**config.mk**
```make
export PLATFORM = sky130hd
export DESIGN_NAME = pmoc_regs
export DESIGN_NICKNAME = d
export VERILOG_FILES = /design/src/shared/pmoc_pkg.sv /design/src/logic/pmoc_regs.sv
export VERILOG_INCLUDE_DIRS = /design/src /design/src/shared
export SDC_FILE = /design/constraint.sdc
export NUM_CORES = 1
export LEC_CHECK = 0
export BUFFER_PORTS_ARGS = -buffer_cell sky130_fd_sc_hd__buf_2
export CORE_UTILIZATION = 61
export DETAILED_ROUTE_END_ITERATION = 7
export PLACE_DENSITY = 0.78
export SLEW_MARGIN = 0
export SYNTH_ARGS = -nofsm -noshare
export SYNTH_HDL_FRONTEND = slang
export SYNTH_SLANG_ARGS = --single-unit
```
**constraint.sdc**
```tcl
create_clock -name mclk -period 3.6 [get_ports mclk]
set_input_delay 0.18 -clock mclk [delete_from_list [all_inputs] [get_ports mclk]]
set_output_delay 0.18 -clock mclk [all_outputs]
set_load 0.02 [all_outputs]
```
**src/shared/pmoc_defs.svh**
```systemverilog
// Offsets, field positions, reset values and limits of the output configuration commands
`ifndef PMOC_DEFS_SVH
`define PMOC_DEFS_SVH

// ----------------------------------------------------------------------
// Command codes
// ----------------------------------------------------------------------
`define PMOC_CMD_SCALE      8'h29
`define PMOC_CMD_FLOOR      8'h2B
`define PMOC_CMD_FREQ       8'h33
`define PMOC_CMD_INPUT_START_THRESHOLD     8'h35

// ----------------------------------------------------------------------
// Linear word fields
// ----------------------------------------------------------------------
`define PMOC_EXP_HI         15
`define PMOC_EXP_LO         11
`define PMOC_MAN_HI         10
`define PMOC_MAN_LO         0
`define PMOC_SCALE_EXP_RST  5'h19
`define PMOC_VIN_EXP_RST    5'h1E
`define PMOC_FREQ_EXP_BIG   5'h01
`define PMOC_FREQ_EXP_SMALL 5'h00
`define PMOC_MAN_MAX        1023

// ----------------------------------------------------------------------
// Decoded limits: FX values with 16 fraction bits, frequency top in kHz, input limits in quarter volts
// ----------------------------------------------------------------------
`define PMOC_FX_EIGHTH      48'sh0000_0000_2000
`define PMOC_FX_QUARTER     48'sh0000_0000_4000
`define PMOC_FX_HALF        48'sh0000_0000_8000
`define PMOC_FX_ONE         48'sh0000_0001_0000
`define PMOC_FREQ_TOP_KHZ   32'sd1650
`define PMOC_VIN_Q_MIN      34'sd10
`define PMOC_VIN_Q_MAX      34'sd63

// ----------------------------------------------------------------------
// Divider factor codes
// ----------------------------------------------------------------------
`define PMOC_DIV_EIGHTH     2'h0
`define PMOC_DIV_QUARTER    2'h1
`define PMOC_DIV_HALF       2'h2
`define PMOC_DIV_ONE        2'h3

`endif

```
**src/shared/pmoc_pkg.sv**
```systemverilog
// Types shared by the output configuration command block
package pmoc_pkg;

  typedef struct packed {
    logic        wr;
    logic        rd;
    logic [7:0]  code;
    logic [15:0] data;
  } pmoc_cmd_t;

  typedef struct packed {
    logic nota;
    logic vout;
    logic minmax;
    logic cml;
    logic alert;
  } pmoc_status_t;

endpackage : pmoc_pkg

```
**src/logic/pmoc_regs.sv**
```systemverilog
// Output configuration command group: scaling, floor limit, switching rate, start threshold
`timescale 1ns/1ns
`include "pmoc_defs.svh"

module pmoc_regs #(
  parameter logic [10:0] NVM_SCALE_MAN = 11'h040,
  parameter logic [15:0] NVM_FLOOR     = 16'h0000,
  parameter int          NVM_FREQ_KHZ  = 550,
  parameter logic [10:0] NVM_VIN_MAN   = 11'h014,
  parameter logic [15:0] LIMIT_LO      = 16'h0000,
  parameter logic [15:0] LIMIT_HI      = 16'hFFFF
) (
  input  wire logic               mclk,
  input  wire logic               sys_rst,
  input  wire pmoc_pkg::pmoc_cmd_t cmd,
  input  wire logic               store_user_all,
  input  wire logic               restore_user_all,
  input  wire logic               conv_en,
  input  wire logic               analog_supply_uvlo,
  input  wire logic               input_above_start,
  input  wire logic [15:0]        vout_target,
  input  wire logic               vout_target_chg,
  input  wire logic               status_clear,
  output logic [15:0]             rd_data_q,
  output logic                    rd_valid_q,
  output pmoc_pkg::pmoc_status_t  status_q,
  output logic                    output_limit_warning_q,
  output logic [15:0]             vout_setpoint_q,
  output logic [1:0]              div_factor_q,
  output logic                    scale_use_programmed_q,
  output logic [15:0]             scale_hw_word_q,
  output logic [10:0]             eff_freq_khz_q,
  output logic [5:0]              input_start_threshold_quarter_v_q,
  output logic                    input_low_fault_mask_q
);
  import pmoc_pkg::*;

  // ----------------------------------------------------------------------
  // Linear word to fixed point, 16 fraction bits
  // ----------------------------------------------------------------------
  function automatic logic signed [47:0] lin_fx(input logic [15:0] w);
    logic signed [47:0] m;
    logic [5:0]         s;
    m = 48'(signed'(w[`PMOC_MAN_HI:`PMOC_MAN_LO]));
    s = {w[`PMOC_EXP_HI], w[`PMOC_EXP_HI:`PMOC_EXP_LO]} + 6'd16;
    lin_fx = m <<< s[4:0];
  endfunction : lin_fx

  // Exponent chosen so the mantissa stays within its signed range
  localparam logic [4:0]  FREQ_EXP_RST = (NVM_FREQ_KHZ > `PMOC_MAN_MAX) ?
                                         `PMOC_FREQ_EXP_BIG : `PMOC_FREQ_EXP_SMALL;
  localparam logic [10:0] FREQ_MAN_RST = (NVM_FREQ_KHZ > `PMOC_MAN_MAX) ?
                                         11'(NVM_FREQ_KHZ / 2) : 11'(NVM_FREQ_KHZ);

  // ----------------------------------------------------------------------
  // Registers and NVM image
  // ----------------------------------------------------------------------
  logic [15:0]        scale_q, floor_q, freq_q, vin_q;
  logic [15:0]        nvm_scale_q, nvm_floor_q, nvm_freq_q, nvm_vin_q;
  logic [15:0]        freq_hw_q;
  logic               uvlo_meta_q, uvlo_q, uvlo_prev_q, above_meta_q, above_q;

  logic               wr_scale, wr_floor, wr_freq, wr_vin;
  logic               scale_ok, floor_ok, freq_ok, vin_ok;
  logic               hw_reload, limit_event, bad_write;
  logic signed [47:0] wr_fx, scale_fx, vin_fx;
  logic signed [31:0] freq_khz;
  logic signed [33:0] vin_qv;
  logic [10:0]        eff_freq_d;

  // ----------------------------------------------------------------------
  // Write decode and range checks
  // ----------------------------------------------------------------------
  assign wr_fx    = lin_fx(cmd.data);
  assign wr_scale = cmd.wr && (cmd.code == `PMOC_CMD_SCALE);
  assign wr_floor = cmd.wr && (cmd.code == `PMOC_CMD_FLOOR);
  assign wr_freq  = cmd.wr && (cmd.code == `PMOC_CMD_FREQ);
  assign wr_vin   = cmd.wr && (cmd.code == `PMOC_CMD_INPUT_START_THRESHOLD);

  assign scale_ok = (wr_fx > 48'sd0) && (wr_fx <= `PMOC_FX_ONE);
  assign floor_ok = (cmd.data >= LIMIT_LO) && (cmd.data <= LIMIT_HI);
  assign freq_ok  = (wr_fx > 48'sd0) && (wr_fx[47:16] < `PMOC_FREQ_TOP_KHZ);
  assign vin_ok   = (wr_fx[47:14] >= `PMOC_VIN_Q_MIN) && (wr_fx[47:14] <= `PMOC_VIN_Q_MAX);

  assign bad_write = (wr_scale && !scale_ok) || (wr_floor && !floor_ok)
                   || (wr_freq && !freq_ok) || (wr_vin && !vin_ok);

  // ----------------------------------------------------------------------
  // Pin synchronisers
  // ----------------------------------------------------------------------
  always_ff @(posedge mclk)
  begin
    if (sys_rst)
    begin
      uvlo_meta_q  <= 1'b0;
      uvlo_q       <= 1'b0;
      uvlo_prev_q  <= 1'b0;
      above_meta_q <= 1'b0;
      above_q      <= 1'b0;
    end
    else
    begin
      uvlo_meta_q  <= analog_supply_uvlo;
      uvlo_q       <= uvlo_meta_q;
      uvlo_prev_q  <= uvlo_q;
      above_meta_q <= input_above_start;
      above_q      <= above_meta_q;
    end
  end

  // Supply leaving lockout, or a restore, pushes held values to hardware
  assign hw_reload = (uvlo_prev_q && !uvlo_q) || restore_user_all;

  // ----------------------------------------------------------------------
  // Command registers
  // ----------------------------------------------------------------------
  always_ff @(posedge mclk)
  begin
    if (sys_rst)
    begin
      scale_q <= {`PMOC_SCALE_EXP_RST, NVM_SCALE_MAN};
      floor_q <= NVM_FLOOR;
      freq_q  <= {FREQ_EXP_RST, FREQ_MAN_RST};
      vin_q   <= {`PMOC_VIN_EXP_RST, NVM_VIN_MAN};
    end
    else if (restore_user_all)
    begin
      scale_q <= nvm_scale_q;
      floor_q <= nvm_floor_q;
      freq_q  <= nvm_freq_q;
      vin_q   <= nvm_vin_q;
    end
    else
    begin
      // Stored exactly as written, whatever hardware can really do
      scale_q <= (wr_scale && scale_ok) ? cmd.data : scale_q;
      floor_q <= (wr_floor && floor_ok) ? cmd.data : floor_q;
      freq_q  <= (wr_freq && freq_ok) ? cmd.data : freq_q;
      vin_q   <= (wr_vin && vin_ok) ? cmd.data : vin_q;
    end
  end

  // ----------------------------------------------------------------------
  // NVM image
  // ----------------------------------------------------------------------
  always_ff @(posedge mclk)
  begin
    if (sys_rst)
    begin
      nvm_scale_q <= {`PMOC_SCALE_EXP_RST, NVM_SCALE_MAN};
      nvm_floor_q <= NVM_FLOOR;
      nvm_freq_q  <= {FREQ_EXP_RST, FREQ_MAN_RST};
      nvm_vin_q   <= {`PMOC_VIN_EXP_RST, NVM_VIN_MAN};
    end
    else if (store_user_all)
    begin
      nvm_scale_q <= scale_q;
      nvm_floor_q <= floor_q;
      nvm_freq_q  <= freq_q;
      nvm_vin_q   <= vin_q;
    end
  end

  // ----------------------------------------------------------------------
  // Hardware copies of scale and frequency
  // ----------------------------------------------------------------------
  always_ff @(posedge mclk)
  begin
    if (sys_rst)
    begin
      scale_hw_word_q <= {`PMOC_SCALE_EXP_RST, NVM_SCALE_MAN};
      freq_hw_q       <= {FREQ_EXP_RST, FREQ_MAN_RST};
    end
    else if (hw_reload)
    begin
      // A restore takes the image, a lockout exit the held registers
      scale_hw_word_q <= restore_user_all ? nvm_scale_q : scale_q;
      freq_hw_q       <= restore_user_all ? nvm_freq_q : freq_q;
    end
    else if (!conv_en)
    begin
      // Enabled writes are only stored, switching must not glitch mid-run
      scale_hw_word_q <= (wr_scale && scale_ok) ? cmd.data : scale_hw_word_q;
      freq_hw_q       <= (wr_freq && freq_ok) ? cmd.data : freq_hw_q;
    end
  end

  // ----------------------------------------------------------------------
  // Divider factor selection
  // ----------------------------------------------------------------------
  assign scale_fx = lin_fx(scale_hw_word_q);

  always_ff @(posedge mclk)
  begin
    if (sys_rst)
    begin
      div_factor_q           <= `PMOC_DIV_ONE;
      scale_use_programmed_q <= 1'b0;
    end
    else
    begin
      div_factor_q <= (scale_fx <= `PMOC_FX_EIGHTH)  ? `PMOC_DIV_EIGHTH  :
                      (scale_fx <= `PMOC_FX_QUARTER) ? `PMOC_DIV_QUARTER :
                      (scale_fx <= `PMOC_FX_HALF)    ? `PMOC_DIV_HALF    : `PMOC_DIV_ONE;
      // Reference math then follows scale_hw_word_q, not the divider code
      scale_use_programmed_q <= (scale_fx != `PMOC_FX_EIGHTH) && (scale_fx != `PMOC_FX_QUARTER)
                             && (scale_fx != `PMOC_FX_HALF) && (scale_fx != `PMOC_FX_ONE);
    end
  end

  // ----------------------------------------------------------------------
  // Effective switching frequency
  // ----------------------------------------------------------------------
  assign freq_khz = 32'(lin_fx(freq_hw_q) >>> 16);

  // Band edges are open upward so a gap value lands in the next band
  localparam int          BAND_TOP [11] = '{250, 300, 350, 410, 500, 600, 700, 820, 1000, 1200, 1400};
  localparam logic [10:0] BAND_KHZ [12] = '{11'd225, 11'd275, 11'd325, 11'd375, 11'd450, 11'd550, 11'd650,
                                            11'd750, 11'd900, 11'd1100, 11'd1300, 11'd1500};

  always_comb
  begin
    eff_freq_d = BAND_KHZ[11];
    for (int i = 10; i >= 0; i--)
    begin
      if (freq_khz < BAND_TOP[i])
      begin
        eff_freq_d = BAND_KHZ[i];
      end
    end
  end

  always_ff @(posedge mclk)
  begin
    if (sys_rst)
    begin
      eff_freq_khz_q <= 11'd0;
    end
    else
    begin
      eff_freq_khz_q <= eff_freq_d;
    end
  end

  // ----------------------------------------------------------------------
  // Start threshold and low-input fault mask
  // ----------------------------------------------------------------------
  assign vin_fx = lin_fx(vin_q);
  assign vin_qv = vin_fx[47:14];

  // Truncation of the fraction rounds down to the next quarter volt
  always_ff @(posedge mclk)
  begin
    if (sys_rst)
    begin
      input_start_threshold_quarter_v_q <= 6'(`PMOC_VIN_Q_MIN);
    end
    else
    begin
      input_start_threshold_quarter_v_q <= (vin_qv < `PMOC_VIN_Q_MIN) ? 6'(`PMOC_VIN_Q_MIN) :
                            (vin_qv > `PMOC_VIN_Q_MAX) ? 6'(`PMOC_VIN_Q_MAX) : vin_qv[5:0];
    end
  end

  // Only a reset re-arms; enable toggles and NVM moves leave it alone
  always_ff @(posedge mclk)
  begin
    if (sys_rst)
    begin
      input_low_fault_mask_q <= 1'b1;
    end
    else if (above_q)
    begin
      input_low_fault_mask_q <= 1'b0;
    end
  end

  // ----------------------------------------------------------------------
  // Floor clamp and warning
  // ----------------------------------------------------------------------
  assign limit_event = conv_en && ((vout_target_chg && (vout_target < floor_q))
                     || (wr_floor && floor_ok && (vout_target < cmd.data)));

  // Slewing toward the clamp is left to the analog loop
  always_ff @(posedge mclk)
  begin
    if (sys_rst)
    begin
      vout_setpoint_q        <= NVM_FLOOR;
      output_limit_warning_q <= 1'b0;
    end
    else
    begin
      vout_setpoint_q        <= (vout_target < floor_q) ? floor_q : vout_target;
      output_limit_warning_q <= limit_event;
    end
  end

  // ----------------------------------------------------------------------
  // Status bits, set wins over clear
  // ----------------------------------------------------------------------
  always_ff @(posedge mclk)
  begin
    if (sys_rst)
    begin
      status_q <= '0;
    end
    else
    begin
      status_q.nota   <= limit_event || (status_q.nota && !status_clear);
      status_q.vout   <= limit_event || (status_q.vout && !status_clear);
      status_q.minmax <= limit_event || (status_q.minmax && !status_clear);
      status_q.cml    <= bad_write || (status_q.cml && !status_clear);
      status_q.alert  <= limit_event || bad_write || (status_q.alert && !status_clear);
    end
  end

  // ----------------------------------------------------------------------
  // Word read
  // ----------------------------------------------------------------------
  always_ff @(posedge mclk)
  begin
    if (sys_rst)
    begin
      rd_data_q  <= 16'h0000;
      rd_valid_q <= 1'b0;
    end
    else
    begin
      rd_valid_q <= cmd.rd;
      if (cmd.rd)
      begin
        case (cmd.code)
          `PMOC_CMD_SCALE:  rd_data_q <= scale_q;
          `PMOC_CMD_FLOOR:  rd_data_q <= floor_q;
          `PMOC_CMD_FREQ:   rd_data_q <= freq_q;
          `PMOC_CMD_INPUT_START_THRESHOLD: rd_data_q <= vin_q;
          default:          rd_data_q <= 16'h0000;
        endcase
      end
    end
  end

endmodule : pmoc_regs

```
==> impl_metrics.toml <==
[status]
outcome = "finished, final reports clean"

[timing]
slew-limit-headroom = 0.167
number_of_endpoints_with_negative_hold_slack_in_the_final_report = 0
max_clock_freq_ghz = 0.307
fin_crit_sh = 0.904
post_route_setup_tns_ns = 0
rsz0062_at_grt = "false"
worst-slew-pin-transition_ns = 1.25
pins_over_their_slew_limit = 0
setup_violations = 0
final_clock_skew_ns = 0.0183
finalWorstPathRequiredPeriod_ns = 3.25

[clock_network]
clkTransAtPathRegs_ns = 0.08
cts-htree-levels = 1
clock_path_buffers = 3
clkSinkCount = 225
tritoncts_buffers = 24
clk_latency_ns = 0.54
cts.root.buffer_cell = "sky130_fd_sc_hd__clkbuf_16"
cts_tree = "built"
post_cts_buffers = 0

[logic_synthesis]
async_flop_share = 0
synthDistinctLibCells = 101
synthesis.yosys.warnings = 0
synth.ff_latch_count = 225
netlist_instances = 1884
ys.flop_type = "sky130_fd_sc_hd__dfxtp_1"
synth_fp_nets = 1965
syn-cell-area_sq_um = 14800
synth-edff-count = 0
seq_area_frac_synth = 0.304
syn-mean-instance-area_sq_um = 7.87

[grt]
grt_pass1_wl_um = 73300
global_route.usage.total = 0.371
initial_antenna_violation_count = 0
grt_remaining_overflow = 0
largest_net_degree_at_the_start_of_global_routing = 77
grt_pass1_vias = 13900

[worst_setup_path]
timing.critical_path.from_type = "register"
required_ns = 3.99
crit_path_max_fanout = 6
timing.setup.critical_path_class = "register to register"
timing.critical_path.slowest_stage_cell = "sky130_fd_sc_hd__mux4_2"
cpMostUsedCell = "sky130_fd_sc_hd__o211ai_1"
critical_path.cell_chain = "mux4_2, a21oi_1, a41o_1, o211ai_1, o31a_1, or4_1, a2111o_1, a31oi_1, o211ai_1"
timing.critical_path.slowest_cell_delay_ns = 0.55
worst-endpoint-arrival_ns = 3.65
timing.critical_path.to_type = "register"

[floorplanning]
num_rows = 56
die_w_um = 158
chipHeight_um = 158
design.portCount = 127
starting_density_of_the_core = 0.626
core_sq_um = 23700
fp.dieArea_sq_um = 24900

[route]
post_drt_via_cell_ratio = 6.57
drt_wl_total_um = 46500
post-route-drc-count = 0
wl_per_cell_um = 20.3
detail_route.iter0.violations = 1914
drt_pre_antenna_iters = 7
routed-via-count = 15000
route.antenna.remaining_nets = 0

[final_layout]
antennaDiodeCount = 0
fill_cells = 1977
final_layout_size_suffix_gt1_frac = 0.164
num-nets-final = 2030
area_growth_syn_to_layout_pct = 13.0
final_cells = 2286
fin_area_sq_um = 16800
postLayoutCoreUtil = 0.707

[min_path]
hold_path_class = "input port to register"

[place]
port_buffers = 126
detailedPlacementHpwl_um = 31800
post_dp_cell_area_sq_um = 15700
dp_cells = 2224
place.gp.congestion = 0.959

[flow_run]
drv_cap = 0

[power]
highest_ir_drop_seen_on_vdd_uv = 399
leakage_nw = 6.68
power_per_cell_area_nw_per_um2 = 408
cell usage after synthesis (14+ instances only):
library cell | count | area [sq um]
sky130_fd_sc_hd__a311oi_1 | 16 | 140
sky130_fd_sc_hd__a22oi_1 | 23 | 173
sky130_fd_sc_hd__clkbuf_1 | 119 | 447
sky130_fd_sc_hd__a21oi_1 | 198 | 991
sky130_fd_sc_hd__nor2b_1 | 39 | 244
sky130_fd_sc_hd__dfxtp_1 | 225 | 4500
sky130_fd_sc_hd__a21o_1 | 19 | 143
sky130_fd_sc_hd__mux2_2 | 18 | 203
sky130_fd_sc_hd__inv_1 | 72 | 270
sky130_fd_sc_hd__nor2_1 | 229 | 860
sky130_fd_sc_hd__buf_1 | 14 | 52.6
sky130_fd_sc_hd__mux2i_1 | 123 | 1230
sky130_fd_sc_hd__buf_2 | 25 | 125
sky130_fd_sc_hd__nand3_1 | 41 | 205
sky130_fd_sc_hd__mux4_2 | 29 | 653
sky130_fd_sc_hd__nor3_1 | 42 | 210
sky130_fd_sc_hd__nand2b_1 | 17 | 106
sky130_fd_sc_hd__ha_1 | 30 | 375
sky130_fd_sc_hd__and2_1 | 18 | 113
sky130_fd_sc_hd__and3_1 | 17 | 106
sky130_fd_sc_hd__a211oi_1 | 18 | 135
sky130_fd_sc_hd__o21ai_0 | 65 | 325
sky130_fd_sc_hd__nand2_1 | 181 | 679
final timing paths:
path                                    start                     end  slack (ns)  cells past startpoint
worst max register to register  freq_hw_q[11]       eff_freq_khz_q[6]        0.35                      9
worst min register to register        above_q  input_low_fault_mask_q        0.41                      1
worst max-delay path            freq_hw_q[11]       eff_freq_khz_q[6]        0.35                      9
worst min-delay path             status_clear             status_q[1]        0.03                      4
state kept, by name, indices dropped and copies added, names as in the netlist, 5 cells and up:
signal	count
floor_q	16
freq_hw_q	16
freq_q	16
nvm_floor_q	16
nvm_freq_q	16
nvm_scale_q	16
nvm_vin_q	16
rd_data_q	16
scale_hw_word_q	16
scale_q	16
vin_q	16
vout_setpoint_q	16
eff_freq_khz_q	11
input_start_threshold_quarter_v_q	6
status_q	5
layer usage:
layer	vias up	GRT usage	wire [um]
met2	778	0.608	21500
met1	7121	0.482	19200
li1	6977	-	-
met5	-	0	0
met3	145	0.0408	3590
met4	0	0.188	2220
repair_timing:
item	CTS	global route
hold buffers	18	0
resized for setup	0	2
setup endpoints to repair	0	5
hold endpoints to repair	18	0
cell usage in the layout (no fill, tap or decap), types with 8 or more instances in the layout:
master and instances:
sky130_fd_sc_hd__ha_1 30, sky130_fd_sc_hd__mux2_2 18, sky130_fd_sc_hd__o22ai_1 9, sky130_fd_sc_hd__nor3b_1 9, sky130_fd_sc_hd__dfxtp_1 223, sky130_fd_sc_hd__nand4_1 9, sky130_fd_sc_hd__a21o_1 19, sky130_fd_sc_hd__inv_1 72
sky130_fd_sc_hd__buf_2 123, sky130_fd_sc_hd__a2111oi_1 11, sky130_fd_sc_hd__o311a_1 11, sky130_fd_sc_hd__o21a_1 11, sky130_fd_sc_hd__a211oi_1 18, sky130_fd_sc_hd__nor4_1 11, sky130_fd_sc_hd__a22oi_1 23, sky130_fd_sc_hd__nand2_1 181
sky130_fd_sc_hd__clkbuf_16 24, sky130_fd_sc_hd__and3_1 17, sky130_fd_sc_hd__dlygate4sd3_1 18, sky130_fd_sc_hd__mux4_2 29, sky130_fd_sc_hd__nor2_1 228, sky130_fd_sc_hd__nor3_1 41, sky130_fd_sc_hd__a221oi_1 12, sky130_fd_sc_hd__o31ai_1 13
sky130_fd_sc_hd__nand2b_1 17, sky130_fd_sc_hd__mux2i_1 123, sky130_fd_sc_hd__a311oi_1 16, sky130_fd_sc_hd__a31oi_1 12, sky130_fd_sc_hd__a311o_1 8, sky130_fd_sc_hd__nand3_1 41, sky130_fd_sc_hd__and2_1 18, sky130_fd_sc_hd__nor2b_1 38
sky130_fd_sc_hd__o21ai_1 13, sky130_fd_sc_hd__or3_1 10, sky130_fd_sc_hd__o21ai_0 65, sky130_fd_sc_hd__a21oi_1 198, sky130_fd_sc_hd__o211ai_1 10, sky130_fd_sc_hd__buf_4 65
metrics by stage:
step / worst slack (ns) / hold slack [ns] / power (W)
after CTS: 0.240 / 0.0277 / 0.00681
after global routing: 0.127 / 0.0804 / 0.00707
after floorplan: 0.515 / 0.308 / 0.00373
after detailed placement: 0.129 / 0.395 / 0.00413
final: 0.345 / 0.0293 / 0.00683
after global placement: 0.272 / 0.386 / 0.00411
critical path: cells and delay by family, from the launching register on:
family	cells	cell delay, ns
AOI/OAI and AO/OA	7	1.60
muxes	1	0.55
and+or+nand+nor	1	0.55
DFF	1	0.42
logic make-up (layout without fill, tap and decap cells):
logic type,after synthesis,after routing,synth area share
adders and majority gates,31,31,0.0260
buffers and inverters,251,334,0.0712
xor gates and xnor gates,2,2,0.00118
AOI/OAI and AO/OA,540,540,0.245
muxes,172,172,0.142
DFF,225,225,0.304
and+or+nand+nor,663,663,0.210
power by group:
group          internal [W]  switching, W  total (W)  leakage, nW
sequential          0.00259      0.000101    0.00269         1.84
clock               0.00164       0.00106    0.00270        0.421
combinational      0.000561      0.000880    0.00144         4.42
area by class of cell:
type | count | area [sq um] | area share
Clock inverter | 12 | 183 | 0.0109
Clock buffer | 32 | 691 | 0.0412
Tap cell | 319 | 399 | 0.0238
Multi-Input combinational cell | 1408 | 9300 | 0.555
Sequential cell | 225 | 4510 | 0.269
Inverter | 79 | 297 | 0.0177
Timing Repair Buffer | 211 | 1380 | 0.0821
Note: power is estimated with default switching activity, not from simulation.
